`config.mk`:
```
export PLATFORM = sky130hd
export DESIGN_NAME = tcc_channel
export DESIGN_NICKNAME = d
export VERILOG_FILES = /design/src/common/tcc_pkg.sv /design/src/common/tcc_act_if.sv /design/src/logic/tcc_line_action.sv /design/src/logic/tcc_channel.sv
export SDC_FILE = /design/constraint.sdc
export NUM_CORES = 1
export LEC_CHECK = 0
export ABC_AREA = 1
export BUFFER_PORTS_ARGS = -buffer_cell sky130_fd_sc_hd__clkbuf_2
export CORE_UTILIZATION = 54
export CTS_BUF_LIST = sky130_fd_sc_hd__clkbuf_8
export CTS_CLUSTER_DIAMETER = 150
export CTS_CLUSTER_SIZE = 16
export DETAILED_ROUTE_END_ITERATION = 16
export GPL_TIMING_DRIVEN = 0
export PLACE_DENSITY_LB_ADDON = 0.1
export SLEW_MARGIN = 20
export SYNTH_ARGS = -nofsm -noshare
export SYNTH_HDL_FRONTEND = slang
export SYNTH_SLANG_ARGS = --single-unit
```
`constraint.sdc`:
```
create_clock -name clk -period 1.85 [get_ports clk]
set_clock_uncertainty 0.1 [all_clocks]
set_input_delay 0.37 -clock clk [delete_from_list [all_inputs] [get_ports clk]]
set_output_delay 0.37 -clock clk [all_outputs]
set_load 0.03 [all_outputs]
```
`src/common/tcc_pkg.sv`:
```
package tcc_pkg;

  // Register byte addresses
  localparam logic [31:0] TCC_CTRL_OFS = 32'hfff7c000;
  localparam logic [31:0] TCC_MODE_OFS = 32'hfff7c004;
  localparam logic [31:0] TCC_COUNT_OFS = 32'hfff7c010;
  localparam logic [31:0] TCC_FIRST_OFS = 32'hfff7c014;
  localparam logic [31:0] TCC_SECOND_OFS = 32'hfff7c018;
  localparam logic [31:0] TCC_THIRD_OFS = 32'hfff7c01c;
  localparam logic [31:0] TCC_SR_OFS = 32'hfff7c020;
  localparam logic [31:0] TCC_IER_OFS = 32'hfff7c024;
  localparam logic [31:0] TCC_IDR_OFS = 32'hfff7c028;
  localparam logic [31:0] TCC_IMR_OFS = 32'hfff7c02c;

  // Control command bits
  localparam int TCC_CLKEN_BIT = 0;
  localparam int TCC_CLKDIS_BIT = 1;
  localparam int TCC_SWTRG_BIT = 2;

  // Mode register fields
  localparam int TCC_WAVE_BIT = 15;
  localparam int TCC_LOAD_FIRST_LSB = 16;
  localparam int TCC_LOAD_SECOND_LSB = 18;
  localparam int TCC_ACT_A_LSB = 16;
  localparam int TCC_ACT_B_LSB = 24;

  // Status bits
  localparam int TCC_FLAG_W = 8;
  localparam int TCC_OVF_BIT = 0;
  localparam int TCC_OVR_BIT = 1;
  localparam int TCC_MATCH_A_BIT = 2;
  localparam int TCC_MATCH_B_BIT = 3;
  localparam int TCC_MATCH_C_BIT = 4;
  localparam int TCC_LOAD_A_BIT = 5;
  localparam int TCC_LOAD_B_BIT = 6;
  localparam int TCC_ETRG_BIT = 7;
  localparam int TCC_CLKON_BIT = 16;
  localparam int TCC_MIRROR_A_BIT = 17;
  localparam int TCC_MIRROR_B_BIT = 18;

  // Flags that exist only in one mode
  localparam logic [7:0] TCC_WAVE_ONLY = 8'h0c;
  localparam logic [7:0] TCC_CAPT_ONLY = 8'h62;

  // Reset values
  localparam logic [31:0] TCC_MODE_RST = 32'h00000000;
  localparam logic [15:0] TCC_CNT_RST = 16'h0000;
  localparam logic [7:0] TCC_FLAGS_RST = 8'h00;
  localparam logic [7:0] TCC_MASK_RST = 8'h00;

  // Line event slots, lowest priority first
  localparam int TCC_EVT_N = 4;
  localparam int TCC_EVT_OWN = 0;
  localparam int TCC_EVT_THIRD = 1;
  localparam int TCC_EVT_EXT = 2;
  localparam int TCC_EVT_SW = 3;

  typedef enum logic [1:0] {
    TCC_ACT_NONE,
    TCC_ACT_SET,
    TCC_ACT_CLEAR,
    TCC_ACT_TOGGLE
  } tcc_act_t;

endpackage : tcc_pkg

```
`src/common/tcc_act_if.sv`:
```
`timescale 1ns/1ps
interface tcc_act_if;
  logic [3:0] evt;
  logic [7:0] code;
  logic enable;
  logic level;

  modport drive (output evt, output code, output enable, input level);
  modport apply (input evt, input code, input enable, output level);
endinterface : tcc_act_if

```
`src/logic/tcc_line_action.sv`:
```
`timescale 1ns/1ps
module tcc_line_action
  import tcc_pkg::*;
(
  input wire logic clk,
  input wire logic rst_b,
  tcc_act_if.apply act
);

  logic level_reg;
  logic level_next;
  logic hit;
  tcc_act_t pick;

  // Highest active slot wins
  always_comb begin
    hit = 1'b0;
    pick = TCC_ACT_NONE;
    for (int i = 0; i < TCC_EVT_N; i++) begin
      if (act.evt[i]) begin
        hit = 1'b1;
        pick = tcc_act_t'(act.code[2*i +: 2]);
      end
    end
  end

  always_comb begin
    level_next = level_reg;
    if (act.enable && hit) begin
      case (pick)
        TCC_ACT_SET: level_next = 1'b1;
        TCC_ACT_CLEAR: level_next = 1'b0;
        TCC_ACT_TOGGLE: level_next = ~level_reg;
        default: level_next = level_reg;
      endcase
    end
  end

  always_ff @(posedge clk) begin
    if (!rst_b) begin
      level_reg <= 1'b0;
    end else begin
      level_reg <= level_next;
    end
  end

  assign act.level = level_reg;

endmodule : tcc_line_action

```
`src/logic/tcc_channel.sv`:
```
// Strobed register access was decided locally.
`timescale 1ns/1ps
// Summary of operation
// - First register match in waveform mode applies its action to line A.
// - Third register match in waveform mode applies its own action to line A.
// - Selected external event in waveform mode applies its own action to line A.
// - Software trigger in waveform mode applies its own action to line A.
// - Second register match in waveform mode applies its action to line B.
// - Third register match in waveform mode applies its own action to line B.
// - Selected external event in waveform mode applies its own action to line B.
// - Software trigger in waveform mode applies its own action to line B.
// - Count register reads live 16-bit count, upper bits zero, not writable.
// - First register: read-only in capture mode, writable in waveform mode.
// - Second register: read-only in capture mode, writable in waveform mode.
// - Third register is read-write in both modes.
// - Overflow sets bit 0; event flags clear when status is read.
// - Overrun flag on unread double load in capture; zero in waveform.
// - First and second match flags in waveform only; zero in capture.
// - Third match flag set in both modes.
// - Load flags in capture only; zero in waveform.
// - External trigger flag set on each external trigger.
// - Status bit 16 shows counter clock enabled; not cleared by reads.
// - Status bits 17, 18 mirror line levels, pin or driven.
// - Writing one to enable register enables source; zero does nothing.
// - Disable register clears sources; mask register reads enabled state.
// - Mode bit set selects waveform, clear selects capture.
module tcc_channel
  import tcc_pkg::*;
#(
  parameter int CNT_W = 16
) (
  input wire logic clk,
  input wire logic rst_b,
  input wire logic [31:0] regAddr,
  input wire logic [31:0] regWdata,
  input wire logic regWrStb,
  input wire logic regRdStb,
  output logic [31:0] regRdata,
  input wire logic countTick,
  input wire logic extEvent,
  input wire logic extTrigger,
  input wire logic channelLineOneIn,
  output logic channelLineOneOut,
  output logic channelLineOneOe,
  input wire logic channelLineTwoIn,
  output logic channelLineTwoOut,
  output logic channelLineTwoOe,
  output logic chanIrq
);

  logic [31:0] mode_reg;
  logic [CNT_W-1:0] count_reg;
  logic [CNT_W-1:0] count_next;
  logic clkOn_reg;
  logic [CNT_W-1:0] firstVal_reg;
  logic [CNT_W-1:0] secondVal_reg;
  logic [CNT_W-1:0] thirdVal_reg;
  logic unreadFirst_reg;
  logic unreadSecond_reg;
  logic [TCC_FLAG_W-1:0] flags_reg;
  logic [TCC_FLAG_W-1:0] flags_next;
  logic [TCC_FLAG_W-1:0] flagSet;
  logic [TCC_FLAG_W-1:0] flagView;
  logic [TCC_FLAG_W-1:0] mask_reg;
  logic [31:0] rdata_reg;
  logic [31:0] rdata_next;
  logic linePrev_reg;
  logic irq_reg;

  logic wave;
  logic ctrlWr;
  logic swTrig;
  logic restart;
  logic countStep;
  logic overflow;
  logic matchFirst;
  logic matchSecond;
  logic matchThird;
  logic lineRise;
  logic lineFall;
  logic loadFirst;
  logic loadSecond;
  logic overrun;
  logic rdFirst;
  logic rdSecond;
  logic rdStatus;
  logic mirrorA;
  logic mirrorB;

  tcc_act_if actA ();
  tcc_act_if actB ();

  function automatic logic edgeHit(input logic [1:0] sel, input logic rise, input logic fall);
    edgeHit = (sel[0] && rise) || (sel[1] && fall);
  endfunction : edgeHit

  assign wave = mode_reg[TCC_WAVE_BIT];
  assign ctrlWr = regWrStb && (regAddr == TCC_CTRL_OFS);
  assign swTrig = ctrlWr && regWdata[TCC_SWTRG_BIT];
  assign restart = swTrig || extTrigger;
  assign countStep = clkOn_reg && countTick;
  assign overflow = countStep && (count_reg == {CNT_W{1'b1}});
  assign matchFirst = countStep && (count_reg == firstVal_reg);
  assign matchSecond = countStep && (count_reg == secondVal_reg);
  assign matchThird = countStep && (count_reg == thirdVal_reg);
  assign lineRise = channelLineOneIn && !linePrev_reg;
  assign lineFall = !channelLineOneIn && linePrev_reg;
  assign loadFirst = !wave && edgeHit(mode_reg[TCC_LOAD_FIRST_LSB +: 2], lineRise, lineFall);
  assign loadSecond = !wave && edgeHit(mode_reg[TCC_LOAD_SECOND_LSB +: 2], lineRise, lineFall);
  assign rdFirst = regRdStb && (regAddr == TCC_FIRST_OFS);
  assign rdSecond = regRdStb && (regAddr == TCC_SECOND_OFS);
  assign rdStatus = regRdStb && (regAddr == TCC_SR_OFS);
  assign overrun = (loadFirst && unreadFirst_reg && !rdFirst) ||
                   (loadSecond && unreadSecond_reg && !rdSecond);

  // Mode register
  always_ff @(posedge clk) begin
    if (!rst_b) begin
      mode_reg <= TCC_MODE_RST;
    end else if (regWrStb && (regAddr == TCC_MODE_OFS)) begin
      mode_reg <= regWdata;
    end
  end

  // Counter and its clock gate
  always_comb begin
    count_next = count_reg;
    if (restart) begin
      count_next = TCC_CNT_RST;
    end else if (countStep) begin
      count_next = count_reg + {{(CNT_W-1){1'b0}}, 1'b1};
    end
  end

  always_ff @(posedge clk) begin
    if (!rst_b) begin
      count_reg <= TCC_CNT_RST;
      clkOn_reg <= 1'b0;
    end else begin
      count_reg <= count_next;
      if (ctrlWr && regWdata[TCC_CLKDIS_BIT]) begin
        clkOn_reg <= 1'b0;
      end else if ((ctrlWr && regWdata[TCC_CLKEN_BIT]) || restart) begin
        clkOn_reg <= 1'b1;
      end
    end
  end

  // Capture and compare values
  always_ff @(posedge clk) begin
    if (!rst_b) begin
      firstVal_reg <= TCC_CNT_RST;
      secondVal_reg <= TCC_CNT_RST;
      thirdVal_reg <= TCC_CNT_RST;
    end else begin
      if (loadFirst) begin
        firstVal_reg <= count_reg;
      end else if (wave && regWrStb && (regAddr == TCC_FIRST_OFS)) begin
        firstVal_reg <= regWdata[CNT_W-1:0];
      end
      if (loadSecond) begin
        secondVal_reg <= count_reg;
      end else if (wave && regWrStb && (regAddr == TCC_SECOND_OFS)) begin
        secondVal_reg <= regWdata[CNT_W-1:0];
      end
      if (regWrStb && (regAddr == TCC_THIRD_OFS)) begin
        thirdVal_reg <= regWdata[CNT_W-1:0];
      end
    end
  end

  // Unread tracking for overrun; a load wins over a read
  always_ff @(posedge clk) begin
    if (!rst_b) begin
      unreadFirst_reg <= 1'b0;
      unreadSecond_reg <= 1'b0;
      linePrev_reg <= 1'b0;
    end else begin
      linePrev_reg <= channelLineOneIn;
      unreadFirst_reg <= loadFirst || (unreadFirst_reg && !rdFirst);
      unreadSecond_reg <= loadSecond || (unreadSecond_reg && !rdSecond);
    end
  end

  // Event flags
  always_comb begin
    flagSet = '0;
    flagSet[TCC_OVF_BIT] = overflow;
    flagSet[TCC_OVR_BIT] = !wave && overrun;
    flagSet[TCC_MATCH_A_BIT] = wave && matchFirst;
    flagSet[TCC_MATCH_B_BIT] = wave && matchSecond;
    flagSet[TCC_MATCH_C_BIT] = matchThird;
    flagSet[TCC_LOAD_A_BIT] = loadFirst;
    flagSet[TCC_LOAD_B_BIT] = loadSecond;
    flagSet[TCC_ETRG_BIT] = extTrigger;
  end

  assign flags_next = (rdStatus ? TCC_FLAGS_RST : flags_reg) | flagSet;
  assign flagView = flags_reg & ~(wave ? TCC_CAPT_ONLY : TCC_WAVE_ONLY);

  always_ff @(posedge clk) begin
    if (!rst_b) begin
      flags_reg <= TCC_FLAGS_RST;
    end else begin
      flags_reg <= flags_next;
    end
  end

  // Interrupt source mask
  always_ff @(posedge clk) begin
    if (!rst_b) begin
      mask_reg <= TCC_MASK_RST;
    end else if (regWrStb && (regAddr == TCC_IER_OFS)) begin
      mask_reg <= mask_reg | regWdata[TCC_FLAG_W-1:0];
    end else if (regWrStb && (regAddr == TCC_IDR_OFS)) begin
      mask_reg <= mask_reg & ~regWdata[TCC_FLAG_W-1:0];
    end
  end

  always_ff @(posedge clk) begin
    if (!rst_b) begin
      irq_reg <= 1'b0;
    end else begin
      irq_reg <= |(flagView & mask_reg);
    end
  end

  // Line actions
  assign actA.enable = wave;
  assign actA.code = mode_reg[TCC_ACT_A_LSB +: 8];
  assign actA.evt = {swTrig, extEvent, matchThird, matchFirst};
  assign actB.enable = wave;
  assign actB.code = mode_reg[TCC_ACT_B_LSB +: 8];
  assign actB.evt = {swTrig, extEvent, matchThird, matchSecond};

  tcc_line_action lineOneAct (
    .clk(clk),
    .rst_b(rst_b),
    .act(actA.apply)
  );

  tcc_line_action lineTwoAct (
    .clk(clk),
    .rst_b(rst_b),
    .act(actB.apply)
  );

  assign mirrorA = wave ? actA.level : channelLineOneIn;
  assign mirrorB = wave ? actB.level : channelLineTwoIn;

  // Read data, valid the cycle after the strobe
  always_comb begin
    rdata_next = 32'h00000000;
    case (regAddr)
      TCC_MODE_OFS: rdata_next = mode_reg;
      TCC_COUNT_OFS: rdata_next[CNT_W-1:0] = count_reg;
      TCC_FIRST_OFS: rdata_next[CNT_W-1:0] = firstVal_reg;
      TCC_SECOND_OFS: rdata_next[CNT_W-1:0] = secondVal_reg;
      TCC_THIRD_OFS: rdata_next[CNT_W-1:0] = thirdVal_reg;
      TCC_SR_OFS: begin
        rdata_next[TCC_FLAG_W-1:0] = flagView;
        rdata_next[TCC_CLKON_BIT] = clkOn_reg;
        rdata_next[TCC_MIRROR_A_BIT] = mirrorA;
        rdata_next[TCC_MIRROR_B_BIT] = mirrorB;
      end
      TCC_IMR_OFS: rdata_next[TCC_FLAG_W-1:0] = mask_reg;
      default: rdata_next = 32'h00000000;
    endcase
  end

  always_ff @(posedge clk) begin
    if (!rst_b) begin
      rdata_reg <= 32'h00000000;
    end else if (regRdStb) begin
      rdata_reg <= rdata_next;
    end else begin
      rdata_reg <= 32'h00000000;
    end
  end

  // Pin drive
  always_ff @(posedge clk) begin
    if (!rst_b) begin
      channelLineOneOe <= 1'b0;
      channelLineTwoOe <= 1'b0;
    end else begin
      channelLineOneOe <= wave;
      channelLineTwoOe <= wave;
    end
  end

  assign channelLineOneOut = actA.level;
  assign channelLineTwoOut = actB.level;
  assign regRdata = rdata_reg;
  assign chanIrq = irq_reg;

  // Checks
  AST_OVF_SET: assert property (@(posedge clk) disable iff (!rst_b)
    overflow |=> flags_reg[TCC_OVF_BIT])
    else $error("overflow flag not set");

  AST_SR_CLEAR: assert property (@(posedge clk) disable iff (!rst_b)
    rdStatus && (flagSet == '0) |=> (flags_reg == '0))
    else $error("status read did not clear flags");

  AST_COUNT_READ: assert property (@(posedge clk) disable iff (!rst_b)
    regRdStb && (regAddr == TCC_COUNT_OFS) |=> (regRdata == {16'h0000, $past(count_reg)}))
    else $error("count read wrong");

  AST_FIRST_RO: assert property (@(posedge clk) disable iff (!rst_b)
    !wave && !loadFirst && regWrStb && (regAddr == TCC_FIRST_OFS) |=> $stable(firstVal_reg))
    else $error("first register written in capture mode");

  AST_SECOND_WR: assert property (@(posedge clk) disable iff (!rst_b)
    wave && regWrStb && (regAddr == TCC_SECOND_OFS) |=> (secondVal_reg == $past(regWdata[15:0])))
    else $error("second register write lost");

  AST_THIRD_WR: assert property (@(posedge clk) disable iff (!rst_b)
    regWrStb && (regAddr == TCC_THIRD_OFS) ##1 !regWrStb ##1 regRdStb && (regAddr == TCC_THIRD_OFS)
      |=> (regRdata[15:0] == $past(regWdata[15:0], 3)))
    else $error("third register readback wrong");

  AST_CAPT_MATCH_ZERO: assert property (@(posedge clk) disable iff (!rst_b)
    rdStatus && !wave |=> (regRdata[TCC_MATCH_B_BIT:TCC_MATCH_A_BIT] == 2'h0))
    else $error("match flags visible in capture mode");

  AST_IER_SET: assert property (@(posedge clk) disable iff (!rst_b)
    regWrStb && (regAddr == TCC_IER_OFS) |=> ((mask_reg & $past(regWdata[7:0])) == $past(regWdata[7:0]))
      && ((mask_reg & ~$past(regWdata[7:0])) == ($past(mask_reg) & ~$past(regWdata[7:0]))))
    else $error("enable write wrong");

  AST_IDR_CLR: assert property (@(posedge clk) disable iff (!rst_b)
    regWrStb && (regAddr == TCC_IDR_OFS) |=> ((mask_reg & $past(regWdata[7:0])) == 8'h00))
    else $error("disable write wrong");

  AST_IRQ: assert property (@(posedge clk) disable iff (!rst_b)
    (|(flags_reg & mask_reg & ~(TCC_WAVE_ONLY | TCC_CAPT_ONLY))) |=> chanIrq)
    else $error("interrupt output missing");

  AST_IRQ_QUIET: assert property (@(posedge clk) disable iff (!rst_b)
    ((flags_reg & mask_reg) == 8'h00) |=> !chanIrq)
    else $error("interrupt output without enabled flag");

  AST_SW_SET_A: assert property (@(posedge clk) disable iff (!rst_b)
    wave && swTrig && (mode_reg[23:22] == 2'h1) |=> channelLineOneOut)
    else $error("software trigger did not set line A");

  AST_CLKON_HOLD: assert property (@(posedge clk) disable iff (!rst_b)
    rdStatus && !ctrlWr && !restart |=> (regRdata[TCC_CLKON_BIT] == clkOn_reg))
    else $error("clock status disturbed by read");

endmodule : tcc_channel

```
==> results.toml, run 1 <==
[timing]
final_hold_viol_count = 0
period_share = 1.02
fin_crit_ns = 1.88
rsz0062_at_grt = "true"
slew_violations = 0
whs_ns = 0.0236
fmax_mhz = 532
setup_viol = 1
finalWorstSetupSlack_ns = -0.0303
slew_headroom = 0.508
tightest_slew_ns = 0.732

[synth]
yosysTopAreaCellShare = 0.395
synth_area_leaders = "dfxtp_1 40%, nand2_1 12%, nor2_1 7.7%"
yosys_warnings = 0
netlist_instances = 1104
syn_area_mm2 = 0.00770
syn_avg_cell_area_um2 = 6.97
synth_nets = 1178
synth_area_leader_cell = "dfxtp_1"
synth-seq-cells = 152
ys_types = 46
yosysSeqAreaShare = 0.395

[die]
die_h_um = 121
rows = 43
pin_count = 110
initial_core_util = 0.555
die_area_mm2 = 0.0147
coreArea_mm2 = 0.0139
die_w_um = 121

[setup_path]
path_max_fanout = 7
ff2ff_setup_slack_ns = -0.03
critPathLaunch = "count_reg[10]"
critical-path-max-stage-delay_ns = 0.33
r2r-start = "count_reg[10]"
critPathCaptureType = "flop"
r2r_cells = 14
crit_type = "reg -> reg"
arrival_ns = 2.12
required_ns = 2.09
path_cells = "buf_6 -> inv_4 -> nand2_2 -> nand2_2 -> nor2_2 -> nand2_2 -> nor2_4 -> nand3_4 -> a21oi_2 -> nand2_1 -> nand2_1 -> nand2_1 -> nand2_1 -> a21oi_2"
cp_common_cell = "nand2_1"
reg2reg_to = "lineTwoAct.act.level"
cp_slowest_cell = "dfxtp_2"
start_kind = "flop"

[global_routing]
grt_antenna_before_repair = 0
grt_max_degree = 17
grt_first_pass_wirelength_um = 41400
grt_pass1_vias = 7637
grt_usage = 0.376
grt_overflow = 0

[final_layout]
fin_area_mm2 = 0.00963
syn2layout_area_growth_pct = 25.1
fin_nets = 1340
diodes = 0
final_layout_size_suffix_gt1_frac = 0.267
post-route-util = 0.694

[power]
ir_drop_mv = 0.744
clockPowerShare = 0.423
total_power_mw = 6.28
comb_power_share = 0.055
p_seq_frac = 0.522
p_switching_mw = 1.55
leakage_nw = 4.17
powerDensity_mw_per_mm2 = 652
p_sw_frac = 0.247
internal_power_mw = 4.73

[job]
maxCapViolations = 0

[hold_path]
min_from = "channelLineOneIn"
worstHoldPathType = "in -> reg"
min_to = "linePrev_reg"
whs_path_depth = 3

[drt]
first_iter_violations = 962
drc = 0
first_pass_iters = 6
wirelength_um = 27500
drtAntennaViolNets = 0
viasPerCell = 5.80
routedWlPerCell_um = 18.9
vias = 8452

[placed_design]
dpl_cell_area_mm2 = 0.00846
pre_cts_slack_ns = -0.503
dp_hpwl_um = 19600
portBuffers = 108
gp_congestion = 0.955

[cts]
clk_pin_slew_ns = 0.08
clock_latency_ns = 0.47
cts-buffers-inserted = 17
clk_path_buf_depth = 2
cts_sinks = 152
htree_num_levels = 4
cts_tree = "yes"
root_buffer = "clkbuf_8"

[outcome]
status = "complete, but fails checks"
violations = "negative setup slack"
kinds of logic after synthesis:
kind of cell	after synthesis	synth area share
fa+ha+maj	1	0.00162
xor+xnor	17	0.0193
buf+inv	192	0.104
compound gates	247	0.202
flops	152	0.395
simple gates	495	0.278
repair_timing:
action                                 in CTS  in global routing
hold buffers                                0                  0
buffers inserted                           10                 25
endpoints found under the hold margin       0                  0
cloned                                      0                  1
pin swaps                                   7                 40
resized for setup                          48                130
setup endpoints to repair                  29                 97
layout by cell type, fill, tap and decap left out, types with 9 or more instances in the layout:
| cell | synthesis | final |
|---|---|---|
| a211oi_1 | 48 | 46 |
| a21oi_1 | 41 | 36 |
| a22oi_1 | 26 | 26 |
| a31oi_1 | 34 | 34 |
| buf_2 | 30 | 11 |
| buf_4 | 2 | 37 |
| buf_6 | 4 | 19 |
| clkbuf_1 | 17 | 11 |
| clkbuf_2 | 1 | 110 |
| clkbuf_8 | 0 | 21 |
| dfxtp_1 | 152 | 140 |
| dfxtp_2 | 0 | 9 |
| inv_1 | 134 | 120 |
| inv_2 | 3 | 12 |
| nand2_1 | 253 | 232 |
| nand2_2 | 6 | 23 |
| nand3_1 | 33 | 24 |
| nand4_1 | 9 | 9 |
| nor2_1 | 158 | 141 |
| nor2_2 | 5 | 14 |
| nor2_4 | 3 | 11 |
| o21ai_0 | 33 | 31 |
| o21ai_1 | 28 | 29 |
| o22ai_1 | 17 | 16 |
| xor2_1 | 11 | 11 |
cell usage after synthesis, drive strengths merged:
| master | n |
|---|---|
| o32ai | 1 |
| nor4 | 2 |
| o221ai | 1 |
| o21ai | 63 |
| a221oi | 1 |
| o211ai | 6 |
| xor2 | 11 |
| a31oi | 34 |
| buf | 36 |
| a211oi | 48 |
| nor3b | 2 |
| clkinv | 1 |
| nor3 | 11 |
| o21a | 8 |
| a22oi | 26 |
| a21oi | 41 |
| dfxtp | 152 |
| clkbuf | 18 |
| nor2 | 167 |
| ha | 1 |
| a41oi | 1 |
| nand3b | 3 |
| o22ai | 17 |
| xnor2 | 6 |
| inv | 137 |
| or2 | 4 |
| nand3 | 38 |
| nand2 | 259 |
| nand4 | 9 |
through the flow:
step	setup TNS [ns]	cells
global route	-0.620	1458
finish	-0.0303	1458
global placement	-43.81	1392
floorplan	0	1104
detailed placement	-47.08	1392
CTS	-0.0127	1433
layer usage:
metal,wire [um],GRT usage
met1,10900,0.481
met2,12500,0.595
met3,2790,0.0846
met4,1250,0.182
met5,0,0
worst max path at each step:
| stage | end |
|---|---|
| after floorplan | flags_reg[1] |
| after global placement | mode_reg[13] |
| after detailed placement | mode_reg[13] |
| after CTS | lineTwoAct.act.level |
| after global routing | lineTwoAct.act.level |
| final | lineTwoAct.act.level |
power groups by stage:
| stage | registers (mW) | logic [mW] | clock network (mW) |
|---|---|---|---|
| final | 3.28 | 0.347 | 2.65 |
| after global routing | 3.28 | 0.374 | 2.82 |
| after CTS | 3.28 | 0.314 | 2.66 |
| after detailed placement | 3.36 | 0.302 | 0 |
| after global placement | 3.36 | 0.300 | 0 |
| after floorplan | 3.36 | 0.136 | 0 |
critical path, delay by kind of cell, from the launching register on:
family	cells	cell delay, ns
simple gates	10	0.93
flops	1	0.33
buf+inv	2	0.17
compound gates	2	0.21
layout make-up:
class,instances,area [um2]
fillers,1225,4250
multi-input cells,760,4170
flip-flops and latches,152,3070
repair buffers,144,825
inverters,138,538
plain buffers,53,402
clock buffers,21,289
well taps,180,225
clock inverters,10,119
(Power assumes the default switching activity.)
==> run 2: changes to the inputs <==
Settings changed: CORE_UTILIZATION 54 to 52, CTS_BUF_LIST sky130_fd_sc_hd__clkbuf_8 to sky130_fd_sc_hd__clkbuf_8 sky130_fd_sc_hd__clkbuf_16.
==> results.toml, run 2 (synthesis gave the netlist of run 1 again) <==
[outcome]
status = "complete, but fails checks"
violations = "negative setup slack"

[die]
initial_core_util = 0.532
pin_count = 110
rows = 44
die_h_um = 124
die_area_mm2 = 0.0153
die_w_um = 124
coreArea_mm2 = 0.0145

[drt]
drc = 0
viasPerCell = 5.85
wirelength_um = 29000
first_iter_violations = 1110
first_pass_iters = 6
routedWlPerCell_um = 19.7
drtAntennaViolNets = 0
vias = 8622

[final_layout]
final_cell_mix = "239 x nand2_1, 144 x dfxtp_1, 140 x nor2_1, 124 x inv_1, 111 x clkbuf_2"
fin_nets = 1352
diodes = 0
post-route-util = 0.692
layout_commonest_cell = "nand2_1"
fin_area_mm2 = 0.0100
syn2layout_area_growth_pct = 30.1
final_layout_size_suffix_gt1_frac = 0.269
layoutNonFillerInstCount = 1475

[power]
clockPowerShare = 0.493
p_switching_mw = 1.81
powerDensity_mw_per_mm2 = 715
p_sw_frac = 0.252
comb_power_share = 0.048
leakage_nw = 4.44
total_power_mw = 7.16
internal_power_mw = 5.35
p_seq_frac = 0.459
ir_drop_mv = 0.690

[cts]
clk_pin_slew_ns = 0.07
root_buffer = "clkbuf_16"
cts-buffers-inserted = 17
clk_path_buf_depth = 2
clock_latency_ns = 0.44
cts_sinks = 152
cts_tree = "yes"
htree_num_levels = 4

[setup_path]
crit_type = "reg -> reg"
worst-path-buf-inv = 5
path_max_fanout = 4
critPathCaptureType = "flop"
required_ns = 2.07
arrival_ns = 2.11
timing.critical_path.max_delay_family = "simple AND/OR/NAND/NOR gates"
start_kind = "flop"
path_cells = "ha_2 -> nand2_2 -> nor3_4 -> nand3_2 -> nor2_4 -> buf_4 -> buf_4 -> buf_4 -> buf_4 -> buf_4 -> nor3_1"
cp_slowest_cell = "dfxtp_4"
cp_common_cell = "buf_4"
critical-path-max-stage-delay_ns = 0.38

[timing]
period_share = 1.02
final_hold_viol_count = 0
slew_headroom = 0.444
slew_violations = 0
setup_viol = 4
tns_ns = -0.114
rsz0062_at_grt = "true"
fmax_mhz = 529
fin_crit_ns = 1.89
finalWorstSetupSlack_ns = -0.0407
tightest_slew_ns = 0.834

[job]
maxCapViolations = 0

[hold_path]
worstHoldPathType = "in -> reg"

[global_routing]
grt_pass1_vias = 7842
grt_overflow = 0
grt_first_pass_wirelength_um = 42700
grt_antenna_before_repair = 0
grt_max_degree = 17
grt_usage = 0.381

[placed_design]
gp_congestion = 0.964
portBuffers = 108
dp.cells = 1396
dpl_cell_area_mm2 = 0.00847
dp_hpwl_um = 19700
## run 2: changes by cell type in the layout (fill, tap and decap cells not counted), sizes merged
| cell | previous run | this run |
|---|---|---|
| inv | 140 | 144 |
| clkinv | 4 | 3 |
| clkbuf | 149 | 144 |
| bufinv | 2 | 1 |
| buf | 69 | 84 |
| clkinvlp | 2 | 3 |
## run 2: worst paths after layout
path                  endpoint             start  cells after the start  slack [ns]
setup / recovery  count_reg[6]      count_reg[0]                     11       -0.04
hold / removal    linePrev_reg  channelLineOneIn                      3        0.06
setup reg to reg  count_reg[6]      count_reg[0]                     11       -0.04
hold reg to reg   mode_reg[13]      mode_reg[13]                      2        0.36
## run 2: power by group through the flow
stage | registers (mW) | clock network [mW] | logic [mW]
2_1_floorplan | 3.36 | 0 | 0.136
3_3_place_gp | 3.36 | 0 | 0.299
3_5_place_dp | 3.36 | 0 | 0.304
4_1_cts | 3.28 | 3.51 | 0.324
5_1_grt | 3.28 | 3.66 | 0.371
6_report | 3.28 | 3.53 | 0.346
## run 2: area by class of cell
class	instances	area, um2
fillers	1297	4460
multi-input cells	760	4230
flip-flops and latches	152	3060
repair buffers	155	962
inverters	138	537
clock buffers	19	453
plain buffers	54	410
well taps	184	230
clock inverters	13	131
## run 2: what timing repair did
action                                 4_1_cts  5_1_grt
pin swaps                                   27       38
setup endpoints to repair                   56      115
resized for setup                           87       96
hold buffers                                 0        0
endpoints found under the hold margin        0        0
setup buffers                               17       29
gates cloned                                 0        2
## run 2: per-layer routing
layer,up-vias,track usage,part of all wire
met2,578,0.598,0.45
met1,3942,0.495,0.40
met4,0,0.186,0.045
met3,113,0.0801,0.11
li1,3989,-,-
met5,-,0,0
## run 2: worst register-to-register path, cell delays in order (launching register included)
cell and delay [ns]:
dfxtp_4 0.38, ha_2 0.20, nand2_2 0.08, nor3_4 0.23, nand3_2 0.13, nor2_4 0.13, buf_4 0.12, buf_4 0.09
buf_4 0.09, buf_4 0.09, buf_4 0.09, nor3_1 0.05
## run 2: per-stage QoR
step | hold slack, ns | worst slack (ns)
floorplan | 0.328 | 0.0589
global placement | 0.344 | -0.617
detailed placement | 0.346 | -0.627
CTS | 0.0684 | -0.0305
global route | 0.0785 | -0.114
finish | 0.0606 | -0.0407
